--- src/ccc_pkg.sv ---
// Shared constants for the per-channel clock and coding configuration block
package ccc_pkg;

	// Channel count and register widths
	localparam int NCH = 4;
	localparam int CFG_W = 9;
	localparam int THR_W = 9;

	// Register byte offsets on the bus
	localparam logic [7:0] OFS_CFG0 = 8'h00;
	localparam logic [7:0] OFS_CFG1 = 8'h04;
	localparam logic [7:0] OFS_CFG2 = 8'h08;
	localparam logic [7:0] OFS_CFG3 = 8'h0c;
	localparam logic [7:0] OFS_STATUS = 8'h10;

	// Field positions inside a channel configuration register
	localparam int F_RX_SRC = 0;
	localparam int F_RX_RATE = 1;
	localparam int F_PRI_LO = 2;
	localparam int F_SEC_LO = 4;
	localparam int F_ENC = 6;
	localparam int F_TX_SEL = 7;
	localparam int F_TX_RATE = 8;

	// Field positions inside one channel's nibble of the status register
	localparam int ST_W = 4;
	localparam int ST_DIVIDE = 0;
	localparam int ST_RXCLK = 1;
	localparam int ST_REF_HALF = 2;
	localparam int ST_TX_SEL = 3;

	// Reset value: source 1, rate 1, both detectors 10, encoder 1, tx clock 1, pll rate 0
	localparam logic [CFG_W-1:0] CFG_RESET = 9'h0eb;

	// Detector amplitude codes
	localparam logic [1:0] DET_OFF = 2'h0;
	localparam logic [1:0] DET_LOW = 2'h1;
	localparam logic [1:0] DET_MID = 2'h2;
	localparam logic [1:0] DET_HIGH = 2'h3;

	// Typical peak-to-peak differential thresholds in millivolts
	localparam logic [THR_W-1:0] THR_LOW_MV = 9'h08c;
	localparam logic [THR_W-1:0] THR_MID_MV = 9'h118;
	localparam logic [THR_W-1:0] THR_HIGH_MV = 9'h1a4;

	// Character widths
	localparam int TXD_W = 8;
	localparam int TXC_W = 2;
	localparam int CHAR_W = 10;

endpackage : ccc_pkg

--- src/ccc_sync_if.sv ---
// Synchronised levels and edge strobes passed from the sampler to the main block
`timescale 1ns/10ps
`default_nettype none
interface ccc_sync_if #(parameter int W = 1);
	logic [W-1:0] level; // Level after two flip-flops
	logic [W-1:0] rise; // One-cycle strobe on a low-to-high change
	logic [W-1:0] fall; // One-cycle strobe on a high-to-low change
	modport src (output level, output rise, output fall);
	modport dst (input level, input rise, input fall);
endinterface : ccc_sync_if
`default_nettype wire

--- src/ccc_chan_cfg.sv ---
// Function
// - Receive source bit resets to one
// - Source one: reference loads outputs, drives clock
// - Source zero: recovered clock loads, drives clock
// - Receive rate bit resets to one
// - Rate one, recovered source: half-rate pair
// - Rate zero, recovered source: full-rate pair
// - Rate one, full-rate reference: half-rate pair
// - Rate zero, full-rate reference: full-rate pair
// - Half-rate reference ignores rate, half-rate pair
// - Primary detect field resets 10; 00 disables
// - Primary codes select 140, 280, 420 mV
// - Secondary detect field same as primary
// - Encoder bit resets one; zero sends raw
// - Transmit clock select resets to one
// - Select one: reference rise captures, buffer bypassed
// - Select zero: host clock rise captures
// - Select one, pll rate one: both edges
//
// The address map and the Wishbone register port are this design's own decisions.
`timescale 1ns/10ps
`default_nettype none
module ccc_chan_cfg #(
	parameter int NCH = ccc_pkg::NCH
) (
	input wire logic clk_sys,
	input wire logic sys_rst,
	// Classic Wishbone slave
	input wire logic wb_cyc_i,
	input wire logic wb_stb_i,
	input wire logic wb_we_i,
	input wire logic [7:0] wb_adr_i,
	input wire logic [3:0] wb_sel_i,
	input wire logic [31:0] wb_dat_i,
	output logic [31:0] wb_dat_o,
	output logic wb_ack_o,
	// Link pins, all asynchronous to clk_sys
	input wire logic [NCH-1:0] channel_reference_clock,
	input wire logic [NCH-1:0] ref_clock_half_rate,
	input wire logic [NCH-1:0] recovered_byte_clock,
	input wire logic [NCH-1:0] tx_host_input_clock,
	input wire logic [NCH-1:0][ccc_pkg::CHAR_W-1:0] rx_char_in,
	input wire logic [NCH-1:0][ccc_pkg::TXD_W-1:0] tx_char_data_in,
	input wire logic [NCH-1:0][ccc_pkg::TXC_W-1:0] tx_char_control_in,
	// Receive side outputs
	output logic [NCH-1:0] rx_clock_out_pair_p,
	output logic [NCH-1:0] rx_clock_out_pair_n,
	output logic [NCH-1:0][ccc_pkg::CHAR_W-1:0] rx_char_out,
	// Transmit side outputs
	output logic [NCH-1:0][ccc_pkg::CHAR_W-1:0] tx_char_out,
	output logic [NCH-1:0] tx_char_valid,
	output logic [NCH-1:0] tx_encoder_enable,
	output logic [NCH-1:0] tx_phase_align_bypass,
	// Signal detector controls
	output logic [NCH-1:0] primary_detect_enable,
	output logic [NCH-1:0][ccc_pkg::THR_W-1:0] primary_detect_threshold_mv,
	output logic [NCH-1:0] secondary_detect_enable,
	output logic [NCH-1:0][ccc_pkg::THR_W-1:0] secondary_detect_threshold_mv
);

	// Widths of the two sampled pin groups
	localparam int CLK_W = 3 * NCH;
	localparam int DAT_W = NCH * (ccc_pkg::CHAR_W + ccc_pkg::TXD_W + ccc_pkg::TXC_W + 1);

	// Threshold decode, used for both detectors
	function automatic logic [ccc_pkg::THR_W-1:0] det_threshold(input logic [1:0] code);
		logic [ccc_pkg::THR_W-1:0] mv;
		mv = '0;
		case (code)
			ccc_pkg::DET_LOW: mv = ccc_pkg::THR_LOW_MV;
			ccc_pkg::DET_MID: mv = ccc_pkg::THR_MID_MV;
			ccc_pkg::DET_HIGH: mv = ccc_pkg::THR_HIGH_MV;
			default: mv = '0; // Detector off
		endcase
		return mv;
	endfunction : det_threshold

	// Channel index from a config register offset; -1 when not a config offset
	function automatic int cfg_index(input logic [7:0] adr);
		int idx;
		idx = -1;
		case (adr)
			ccc_pkg::OFS_CFG0: idx = 0;
			ccc_pkg::OFS_CFG1: idx = 1;
			ccc_pkg::OFS_CFG2: idx = 2;
			ccc_pkg::OFS_CFG3: idx = 3;
			default: idx = -1;
		endcase
		return idx;
	endfunction : cfg_index

	// Sampled pins
	ccc_sync_if #(.W(CLK_W)) clk_s ();
	ccc_sync_if #(.W(DAT_W)) dat_s ();

	// Clock pins: reference, recovered, host transmit clock
	ccc_link_sync #(.W(CLK_W)) u_clk_sync (
		.clk_sys(clk_sys),
		.sys_rst(sys_rst),
		.d({tx_host_input_clock, recovered_byte_clock, channel_reference_clock}),
		.o(clk_s)
	);

	// Data pins pass the same two stages so they line up with the clock edges
	ccc_link_sync #(.W(DAT_W)) u_dat_sync (
		.clk_sys(clk_sys),
		.sys_rst(sys_rst),
		.d({ref_clock_half_rate, tx_char_control_in, tx_char_data_in, rx_char_in}),
		.o(dat_s)
	);

	// Unpacked views of the synchronised pins
	logic [NCH-1:0] ref_lvl, ref_rise, ref_fall, rec_lvl, rec_rise, host_rise, ref_half;
	logic [NCH-1:0][ccc_pkg::CHAR_W-1:0] rx_char_s;
	logic [NCH-1:0][ccc_pkg::TXD_W-1:0] txd_s;
	logic [NCH-1:0][ccc_pkg::TXC_W-1:0] txc_s;
	assign ref_lvl = clk_s.level[NCH-1:0];
	assign ref_rise = clk_s.rise[NCH-1:0];
	assign ref_fall = clk_s.fall[NCH-1:0];
	assign rec_lvl = clk_s.level[2*NCH-1:NCH];
	assign rec_rise = clk_s.rise[2*NCH-1:NCH];
	assign host_rise = clk_s.rise[3*NCH-1:2*NCH];
	assign {ref_half, txc_s, txd_s, rx_char_s} = dat_s.level;

	// Receive clock selection per channel; declared here because the status read uses them
	logic [NCH-1:0] rx_src_ref; // Reference is the source
	logic [NCH-1:0] rx_divide; // Output runs at half the selected clock
	logic [NCH-1:0] rx_src_lvl; // Level of the selected clock
	logic [NCH-1:0] rx_load; // Edge on which the output register loads
	logic [NCH-1:0] rx_p, rx_n;
	logic [NCH-1:0] next_rx_p, next_rx_n;
	logic [NCH-1:0][ccc_pkg::CHAR_W-1:0] rx_q;
	logic [NCH-1:0][ccc_pkg::CHAR_W-1:0] next_rx_q;

	// Per-channel configuration, one word each
	logic [NCH-1:0][ccc_pkg::CFG_W-1:0] cfg;
	logic [NCH-1:0][ccc_pkg::CFG_W-1:0] next_cfg;
	logic wb_ack;
	logic next_wb_ack;
	logic [31:0] wb_rdat;
	logic [31:0] next_wb_rdat;

	// Bus slave: answer one cycle after the request, drop ack the cycle after
	always_comb begin
		int idx;
		logic [31:0] merged;
		idx = cfg_index(wb_adr_i);
		merged = '0;
		next_cfg = cfg;
		next_wb_ack = wb_cyc_i & wb_stb_i & ~wb_ack;
		next_wb_rdat = '0;
		if (wb_cyc_i && wb_stb_i && !wb_ack) begin
			if (idx >= 0) begin
				// Only the addressed channel changes
				merged = {23'h000000, cfg[idx]};
				next_wb_rdat = merged;
				if (wb_we_i) begin
					for (int b = 0; b < 2; b++) begin
						if (wb_sel_i[b]) begin
							merged[8*b +: 8] = wb_dat_i[8*b +: 8];
						end
					end
					next_cfg[idx] = merged[ccc_pkg::CFG_W-1:0];
				end
			end else if (wb_adr_i == ccc_pkg::OFS_STATUS) begin
				// Read-only view of the live channel state; writes ignored
				for (int c = 0; c < NCH; c++) begin
					next_wb_rdat[ccc_pkg::ST_W*c + ccc_pkg::ST_DIVIDE] = rx_divide[c];
					next_wb_rdat[ccc_pkg::ST_W*c + ccc_pkg::ST_RXCLK] = rx_clock_out_pair_p[c];
					next_wb_rdat[ccc_pkg::ST_W*c + ccc_pkg::ST_REF_HALF] = ref_half[c];
					next_wb_rdat[ccc_pkg::ST_W*c + ccc_pkg::ST_TX_SEL] =
						cfg[c][ccc_pkg::F_TX_SEL];
				end
			end
			// Unmapped offsets still ack and read as zero
		end
	end

	// Bus registers; every channel comes up with the documented defaults
	always_ff @(posedge clk_sys or posedge sys_rst) begin
		if (sys_rst) begin
			cfg <= {NCH{ccc_pkg::CFG_RESET}};
			wb_ack <= 1'b0;
			wb_rdat <= '0;
		end else begin
			cfg <= next_cfg;
			wb_ack <= next_wb_ack;
			wb_rdat <= next_wb_rdat;
		end
	end
	assign wb_ack_o = wb_ack;
	assign wb_dat_o = wb_rdat;

	// A half-rate reference already is half character rate, so the rate bit is moot
	always_comb begin
		for (int c = 0; c < NCH; c++) begin
			rx_src_ref[c] = cfg[c][ccc_pkg::F_RX_SRC];
			rx_src_lvl[c] = rx_src_ref[c] ? ref_lvl[c] : rec_lvl[c];
			rx_divide[c] = cfg[c][ccc_pkg::F_RX_RATE] & ~(rx_src_ref[c] & ref_half[c]);
			if (rx_src_ref[c]) begin
				// Half-rate reference carries a character on each edge
				rx_load[c] = ref_half[c] ? (ref_rise[c] | ref_fall[c]) : ref_rise[c];
			end else begin
				rx_load[c] = rec_rise[c];
			end
		end
	end

	// Receive clock pair and output register next values
	always_comb begin
		next_rx_p = rx_p;
		next_rx_q = rx_q;
		for (int c = 0; c < NCH; c++) begin
			if (rx_divide[c]) begin
				// Toggle once per character so host latches on alternate edges
				if (rx_load[c]) begin
					next_rx_p[c] = ~rx_p[c];
				end
			end else begin
				next_rx_p[c] = rx_src_lvl[c];
			end
			if (rx_load[c]) begin
				next_rx_q[c] = rx_char_s[c];
			end
		end
		next_rx_n = ~next_rx_p; // Complement always tracks the true output
	end

	// Receive registers
	always_ff @(posedge clk_sys or posedge sys_rst) begin
		if (sys_rst) begin
			rx_p <= '0;
			rx_n <= '1;
			rx_q <= '0;
		end else begin
			rx_p <= next_rx_p;
			rx_n <= next_rx_n;
			rx_q <= next_rx_q;
		end
	end
	assign rx_clock_out_pair_p = rx_p;
	assign rx_clock_out_pair_n = rx_n;
	assign rx_char_out = rx_q;

	// Transmit capture and static control outputs
	logic [NCH-1:0] tx_cap;
	logic [NCH-1:0][ccc_pkg::CHAR_W-1:0] tx_q, next_tx_q;
	logic [NCH-1:0] tx_v, next_tx_v;
	logic [NCH-1:0] enc_q, next_enc_q, byp_q, next_byp_q;
	logic [NCH-1:0] pri_en, next_pri_en, sec_en, next_sec_en;
	logic [NCH-1:0][ccc_pkg::THR_W-1:0] pri_mv, next_pri_mv, sec_mv, next_sec_mv;

	// Choose the capture edge and decode the per-channel controls
	always_comb begin
		logic [1:0] pri_code;
		logic [1:0] sec_code;
		pri_code = '0;
		sec_code = '0;
		next_tx_q = tx_q;
		for (int c = 0; c < NCH; c++) begin
			if (cfg[c][ccc_pkg::F_TX_SEL]) begin
				// Reference edge; both edges when the pll doubles the rate
				tx_cap[c] = ref_rise[c] |
					(cfg[c][ccc_pkg::F_TX_RATE] & ref_fall[c]);
			end else begin
				tx_cap[c] = host_rise[c];
			end
			if (tx_cap[c]) begin
				next_tx_q[c] = {txc_s[c], txd_s[c]};
			end
			next_tx_v[c] = tx_cap[c];
			next_byp_q[c] = cfg[c][ccc_pkg::F_TX_SEL];
			next_enc_q[c] = cfg[c][ccc_pkg::F_ENC];
			pri_code = cfg[c][ccc_pkg::F_PRI_LO +: 2];
			sec_code = cfg[c][ccc_pkg::F_SEC_LO +: 2];
			next_pri_en[c] = (pri_code != ccc_pkg::DET_OFF);
			next_sec_en[c] = (sec_code != ccc_pkg::DET_OFF);
			next_pri_mv[c] = det_threshold(pri_code);
			next_sec_mv[c] = det_threshold(sec_code);
		end
	end

	// Transmit and detector registers; reset values match the default settings
	always_ff @(posedge clk_sys or posedge sys_rst) begin
		if (sys_rst) begin
			tx_q <= '0;
			tx_v <= '0;
			enc_q <= '1;
			byp_q <= '1;
			pri_en <= '1;
			sec_en <= '1;
			pri_mv <= {NCH{ccc_pkg::THR_MID_MV}};
			sec_mv <= {NCH{ccc_pkg::THR_MID_MV}};
		end else begin
			tx_q <= next_tx_q;
			tx_v <= next_tx_v;
			enc_q <= next_enc_q;
			byp_q <= next_byp_q;
			pri_en <= next_pri_en;
			sec_en <= next_sec_en;
			pri_mv <= next_pri_mv;
			sec_mv <= next_sec_mv;
		end
	end
	assign tx_char_out = tx_q;
	assign tx_char_valid = tx_v;
	assign tx_encoder_enable = enc_q;
	assign tx_phase_align_bypass = byp_q;
	assign primary_detect_enable = pri_en;
	assign secondary_detect_enable = sec_en;
	assign primary_detect_threshold_mv = pri_mv;
	assign secondary_detect_threshold_mv = sec_mv;

endmodule : ccc_chan_cfg
`default_nettype wire

--- src/ccc_link_sync.sv ---
// Two-flop synchroniser with edge detection for pins from outside clk_sys
`timescale 1ns/10ps
`default_nettype none
module ccc_link_sync #(
	parameter int W = 1
) (
	input wire logic clk_sys,
	input wire logic sys_rst,
	input wire logic [W-1:0] d,
	ccc_sync_if.src o
);
	logic [W-1:0] stage1; // First stage, read only by stage2
	logic [W-1:0] stage2; // Settled level
	logic [W-1:0] stage3; // Previous settled level, for edges
	logic [W-1:0] next_stage1;
	logic [W-1:0] next_stage2;
	logic [W-1:0] next_stage3;

	// Shift chain next values
	always_comb begin
		next_stage1 = d;
		next_stage2 = stage1;
		next_stage3 = stage2;
	end

	// Register the chain; reset to a known low level
	always_ff @(posedge clk_sys or posedge sys_rst) begin
		if (sys_rst) begin
			stage1 <= '0;
			stage2 <= '0;
			stage3 <= '0;
		end else begin
			stage1 <= next_stage1;
			stage2 <= next_stage2;
			stage3 <= next_stage3;
		end
	end

	// Edges compare settled stages only, never the first stage
	assign o.level = stage2;
	assign o.rise = stage2 & ~stage3;
	assign o.fall = ~stage2 & stage3;

endmodule : ccc_link_sync
`default_nettype wire

--- config.mk ---
export PLATFORM = sky130hd
export DESIGN_NAME = ccc_chan_cfg
export DESIGN_NICKNAME = d
export VERILOG_FILES = /design/src/ccc_pkg.sv /design/src/ccc_sync_if.sv /design/src/ccc_chan_cfg.sv /design/src/ccc_link_sync.sv
export SDC_FILE = /design/constraint.sdc
export NUM_CORES = 1
export LEC_CHECK = 0
export BUFFER_PORTS_ARGS = -buffer_cell sky130_fd_sc_hd__buf_2
export CAP_MARGIN = 20
export CORE_MARGIN = 2
export CORE_UTILIZATION = 25
export DETAILED_ROUTE_END_ITERATION = 7
export REMOVE_ABC_BUFFERS = 1
export SLEW_MARGIN = 5
export SYNTH_ARGS = -nofsm -noshare
export SYNTH_HDL_FRONTEND = slang
export SYNTH_SLANG_ARGS = --single-unit
--- constraint.sdc ---
create_clock -name clk_sys -period 23.5 [get_ports clk_sys]
set_input_delay 5.875 -clock clk_sys [delete_from_list [all_inputs] [get_ports clk_sys]]
set_output_delay 5.875 -clock clk_sys [all_outputs]
set_load 0.1 [all_outputs]
# Word-level counts from Yosys, hierarchy flattened
# Cells that the tools add are included.
# classes
magnitude_cmp,3
n_eq_ne,28
mux,50
bitwise,36
reduce_logical,14
# ops
operator,n
9-bit one-hot mux with 3 select lines,8
32-bit one-hot mux with 4 select lines,1
"32-bit by 1-bit greater-or-equal comparator with 1-bit output, second input constant",2
16-bit two-way mux,3
36-bit bitwise mux,1
"2-bit == test, second input constant",16
"32-bit by 4-bit < comparator with 1-bit output, second input constant",1
8-bit two-way mux,4
1-bit two-way mux,28
9-bit two-way mux,3
9-bit binary-select mux with 2-bit select,1
9-bit demux with 2-bit select,1
"2-bit by 1-bit == test with 1-bit output, second input constant",8
"8-bit by 4-bit == test with 1-bit output, second input constant",2
2-bit nonzero test,8
1-bit AND,14
12-bit AND,1
12-bit NOT,1
1-bit NOT,9
"8-bit by 3-bit == test with 1-bit output, second input constant",1
"8-bit by 5-bit == test with 1-bit output, second input constant",1
8-bit zero test,1
4-bit NOT,2
1-bit OR,8
other kinds (4),6
# totals
register_bits,453
elab_cells,165

# Longest topological paths before layout
# logic_depth
word_depth,10
mapped_depth,6

# Cells and area by module
# A second synthesis with hierarchy kept.
# unflattened
cells_unflattened,1132
area_unflattened_um2,17576.9
# by_module_without_submodules
mod,instances,cells_each,area_each_um2,seq_area_each_um2
ccc_chan_cfg,1,650,8680.8,5114.9
ccc_link_sync at u_dat_sync,1,421,7781.2,6306.0
ccc_link_sync at u_clk_sync,1,61,1114.8,900.9

# Worst setup path before layout
# No wires, ideal clock.
# synth_timing
path_type,input port to flip-flop
start,input port wb_adr_i[5]
end,register cfg[28] (netlist name)
setup_time_ns,0.060
arrival_ns,7.250
setup_slack_ns,16.190
path_stages,6
path_cell_list,or4_1 -> buf_2 -> buf_6 -> a211o_1 -> a31oi_1 -> o22a_1
# synth_via
elab_chain_len,10
word_cells_on_any_way,20
classes_between,order compare (3); eq/ne (3); mux (11); reduce/logical (3)
# synth_lines
item,line,source
"start, declared",ccc_chan_cfg.sv:32,"input wire logic [7:0] wb_adr_i,"
8-bit by 4-bit == test with 1-bit output (tied with other cells),ccc_chan_cfg.sv:82,case (adr)
32-bit one-hot mux with 4 select lines *,ccc_chan_cfg.sv:82,
branches (longest 8 deep; another with 32-bit by 1-bit greater-or-equal comparator with 1-bit output),n/a,
"end signal, assigned",ccc_chan_cfg.sv:182,cfg <= {NCH{ccc_pkg::CFG_RESET}};
"end signal, assigned",ccc_chan_cfg.sv:186,cfg <= next_cfg;
"end, declared",ccc_chan_cfg.sv:136,logic [NCH-1:0][ccc_pkg::CFG_W-1:0] cfg;
# Mark *: on every way between the ends. The select of a mux whose other input is x is not followed.
# A chain may end at the register's enable or synchronous reset.

# Worst setup path in the final report
# layout_timing
start,input port wb_adr_i[5]
end,register cfg[26] (netlist name)
# layout_via
elab_chain_len,10
word_cells_on_any_way,20
classes_between,order compare (3); eq/ne (3); mux (11); reduce/logical (3)
# layout_lines
item,line
8-bit by 4-bit == test with 1-bit output (tied with other cells),ccc_chan_cfg.sv:82
32-bit one-hot mux with 4 select lines *,ccc_chan_cfg.sv:82
branches (longest 8 deep; another with 32-bit by 1-bit greater-or-equal comparator with 1-bit output),n/a
# Marked as above.

==> results.sh <==
export IMPL_hpwl_mm=21.89
export IMPL_cts_tree="done"
export IMPL_clock_skew_ns=0.01528
export IMPL_period_share_pct=33.59
export IMPL_p_int_w=0.001233
export IMPL_tightestPinTransition_ns=1.041
export IMPL_ys_warn_count=0
export IMPL_critPathKind="in2reg"
export IMPL_relSlewSlack_pct=29.23
export IMPL_endpoint="cfg[26]"
export IMPL_synth_simple_area_share_pct=5.574
export IMPL_drv_slew=0
export IMPL_multi_input_area_mm2=0.003327
export IMPL_cp_cell_sequence="buf_2 > nor4_4 > nand4_1 > a21oi_1 > a21oi_1"
export IMPL_worstHoldPathType="reg2reg"
export IMPL_synth_top_family_by_area="multiplexers"
export IMPL_synth_area_top_cells="dfrtp_1, dfstp_2, mux2_2, ha_1, buf_4"
export IMPL_crit_arrival_ns=8.33
export IMPL_fmax_mhz=126.7
export IMPL_ios=358
export IMPL_synth_commonest_cells="dfrtp_1, mux2_2, dfstp_2, nor2_1, buf_4"
export IMPL_ir_worst_vdd_mv=0.09267
export IMPL_rsz0062_at_grt="no"
export IMPL_synth_edf_count=0
export IMPL_power_leakage_nw=8.380
export IMPL_cp_depth=5
export IMPL_final_util_pct=32.21
export IMPL_first_global_vias=8320
export IMPL_synth_top_cell_area_share_pct=60.21
export IMPL_clockRootBuffer="clkbuf_16"
export IMPL_vias=8114
export IMPL_routed_wl_mm=32.13
export IMPL_synthAdderAreaFrac_pct=3.752
export IMPL_synth_seq_area_share_pct=72.96
export IMPL_htreeDepth=2
export IMPL_core_mm2=0.05520
export IMPL_dieWidth_um=240.7
export IMPL_seq_area_mm2=0.01022
export IMPL_start_util_pct=25.38
export IMPL_synth_top_area_cell="dfrtp_1"
export IMPL_syn_to_final_growth_pct=26.94
export IMPL_syn_area_mm2=0.01401
export IMPL_max_stage_delay_ns=0.94
export IMPL_clk_pin_slew_ns=0.06
export IMPL_postSynthAreaPerCell_um2=15.36
export IMPL_synth_area_mux_share_pct=7.262
export IMPL_wl_per_cell_um=15.98
export IMPL_cts_setup_buffers=0
export IMPL_hold_buffers=0
export IMPL_place_area_mm2=0.01618
export IMPL_setup_viol=0
export IMPL_yosysMostFrequentCell="dfrtp_1"
export IMPL_gp_congestion=0.7630
export IMPL_grt_pass1_wl_mm=48.31
export IMPL_worst_path_buf_inv=1
export IMPL_rr_startpoint="u_clk_sync.o.level[1]"
export IMPL_synth_cells=912
export IMPL_clock_sinks=405
export IMPL_cp_start_kind="input pin"
export IMPL_fin_area_mm2=0.01778
export IMPL_seqPwrFrac_pct=42.6
export IMPL_path_delay_family="simple AND/OR/NAND/NOR gates"
export IMPL_io_buffers=292
export IMPL_ys_types=51
export IMPL_finalSetupTns_ns=0
export IMPL_antenna_found_initial=6
export IMPL_p_sw_share_pct=30.78
export IMPL_die_h_um=240.7
export IMPL_ant_nets=0
export IMPL_cpMostUsedCell="a21oi_1"
export IMPL_slowest_stage="nand4_1"
export IMPL_finalHoldViolations=0
export IMPL_ys_seq_elements=405
export IMPL_drt_first_pass_iters=6
export IMPL_fillers=5455
export IMPL_drive_above_1_share_pct=43.85
export IMPL_cp_startpoint="wb_adr_i[5]"
export IMPL_drc_errors=0
export IMPL_synth_xor_area_share_pct=0.2501
export IMPL_powerDensity_mw_per_mm2=100.2
export IMPL_pre_cts_slack_ns=15.00
export IMPL_rows=86
export IMPL_fp_dieArea_mm2=0.05794
export IMPL_period_minus_slack_ns=7.895
export IMPL_overflow=0
export IMPL_reg2reg_to="rx_clock_out_pair_p[1]"
export IMPL_endpoint_kind="flip-flop"
export IMPL_status="finished clean"
export IMPL_clock_latency_ns=0.56
export IMPL_p_sw_w=0.0005481
export IMPL_vias_per_cell=4.035
export IMPL_ys_flop_type="dfrtp_1"
export IMPL_final_nets=1411
export IMPL_setup_slack_ns=15.61
export IMPL_path_max_fanout=17
export IMPL_clkPwrFrac_pct=41.2
export IMPL_rr_worst_depth=5
export IMPL_grt_use_total_pct=11.00
export IMPL_synth_compound_area_share_pct=5.699
export IMPL_cts_buffer_depth=3
export IMPL_r2r_setup_slack_ns=21.26
export IMPL_numCtsBuffers=45
export IMPL_grt_max_degree=142
export IMPL_required_ns=23.93
export IMPL_async_reset_ff_share_pct=100.0
export IMPL_post_cts_resized=0
export IMPL_drv_cap=0
export IMPL_pwr_share_comb_pct=16.3
export IMPL_drt_iter0_markers=536
## cell families (layout without fill, tap and decap cells)
logic type	Yosys count	count (layout)
AOI/OAI and AO/OA	110	110
xor gates and xnor gates	4	4
adders and majority gates	42	42
buffers and inverters	115	425
DFF	405	405
muxes	91	91
other	1	42
and+or+nand+nor	144	144
## area by class of cell
cell class	count	share of cell area, %
antenna	2	0.02815
timing repair buffer	302	8.824
inverter	39	0.8655
sequential	405	57.48
tap	748	5.264
multi-input combinational	431	18.71
clock buffer	68	7.677
clock inverter	16	1.154
## power by group through the flow
stage / Combinational (W) / Sequential, W / Clock [W]
6_report: 0.000290 / 0.000758 / 0.000733
5_1_grt: 0.000301 / 0.000763 / 0.000793
4_1_cts: 0.000292 / 0.000759 / 0.000765
3_5_place_dp: 0.000292 / 0.000770 / 0
3_3_place_gp: 0.000290 / 0.000768 / 0
2_1_floorplan: 0.0000701 / 0.000935 / 0
## metrics by stage
| stage | instances | power (W) | hold WS [ns] |
|---|---|---|---|
| global placement | 1924 | 0.001058 | 0.3318 |
| finish | 2011 | 0.001781 | 0.3408 |
| CTS | 2008 | 0.001816 | 0.3434 |
| floorplan | 875 | 0.001005 | 0.3312 |
| detailed placement | 1924 | 0.001062 | 0.3347 |
| global route | 2009 | 0.001857 | 0.3503 |
## routing by layer
layer / share of wire, % / vias to the layer above / track usage (%)
li1: - / 3652 / -
met1: 41 / 4099 / 13.60
met2: 47 / 286 / 17.35
met3: 9.2 / 71 / 4.358
met4: 2.9 / 6 / 4.028
met5: 0.13 / - / 0
## cell usage in the layout (no fill, tap or decap), types with 4 or more instances in the layout
cell type / n
dfstp_2: 68
clkbuf_8: 11
conb_1: 40
bufinv_16: 4
nand4_1: 10
a22o_1: 21
a31o_2: 5
nand2b_1: 7
dfrtp_1: 337
a21oi_1: 12
o21ai_0: 6
and2_1: 7
a21o_1: 6
buf_2: 292
nor2_1: 50
o22a_1: 4
clkbuf_16: 47
ha_1: 42
o21a_1: 4
a31oi_1: 23
nor2b_1: 4
o21ai_1: 7
nor3b_1: 5
or2_2: 12
mux2_2: 85
clkinv_2: 5
nand3_1: 10
nand3b_1: 16
inv_1: 38
mux2i_1: 4
a211o_1: 10
clkbuf_1: 10
nand2_1: 14
buf_4: 8
## worst reg2reg max path: stages, from the launching register on
cell and delay, ns:
dfrtp_1 0.41, ha_1 0.22, or2_2 0.28, a31oi_2 0.73, xnor2_1 0.21, a31o_2 0.29
## worst min-delay path by stage
stage                                     from                      to  depth (start not counted)
finish              u_dat_sync.next_stage2[12]  u_dat_sync.o.level[12]                          0
global route        u_dat_sync.next_stage2[10]  u_dat_sync.o.level[10]                          0
CTS                 u_dat_sync.next_stage2[74]  u_dat_sync.o.level[74]                          0
detailed placement   u_clk_sync.next_stage2[9]   u_clk_sync.o.level[9]                          0
global placement    u_clk_sync.next_stage2[11]  u_clk_sync.o.level[11]                          0
floorplan            u_clk_sync.next_stage2[0]   u_clk_sync.o.level[0]                          0
## flip-flops by register name, indices dropped and copies added, names as in the netlist, 12 cells and up
name and flops:
cfg 36, primary_detect_threshold_mv 20, rx_char_out 40, secondary_detect_threshold_mv 20, tx_char_out 40, u_clk_sync.next_stage2 12
u_clk_sync.o.level 12, u_clk_sync.stage3 12, u_dat_sync.next_stage2 84, u_dat_sync.o.level 84, wb_dat_o 16
No activity file was read; power rests on OpenSTA's default activity.
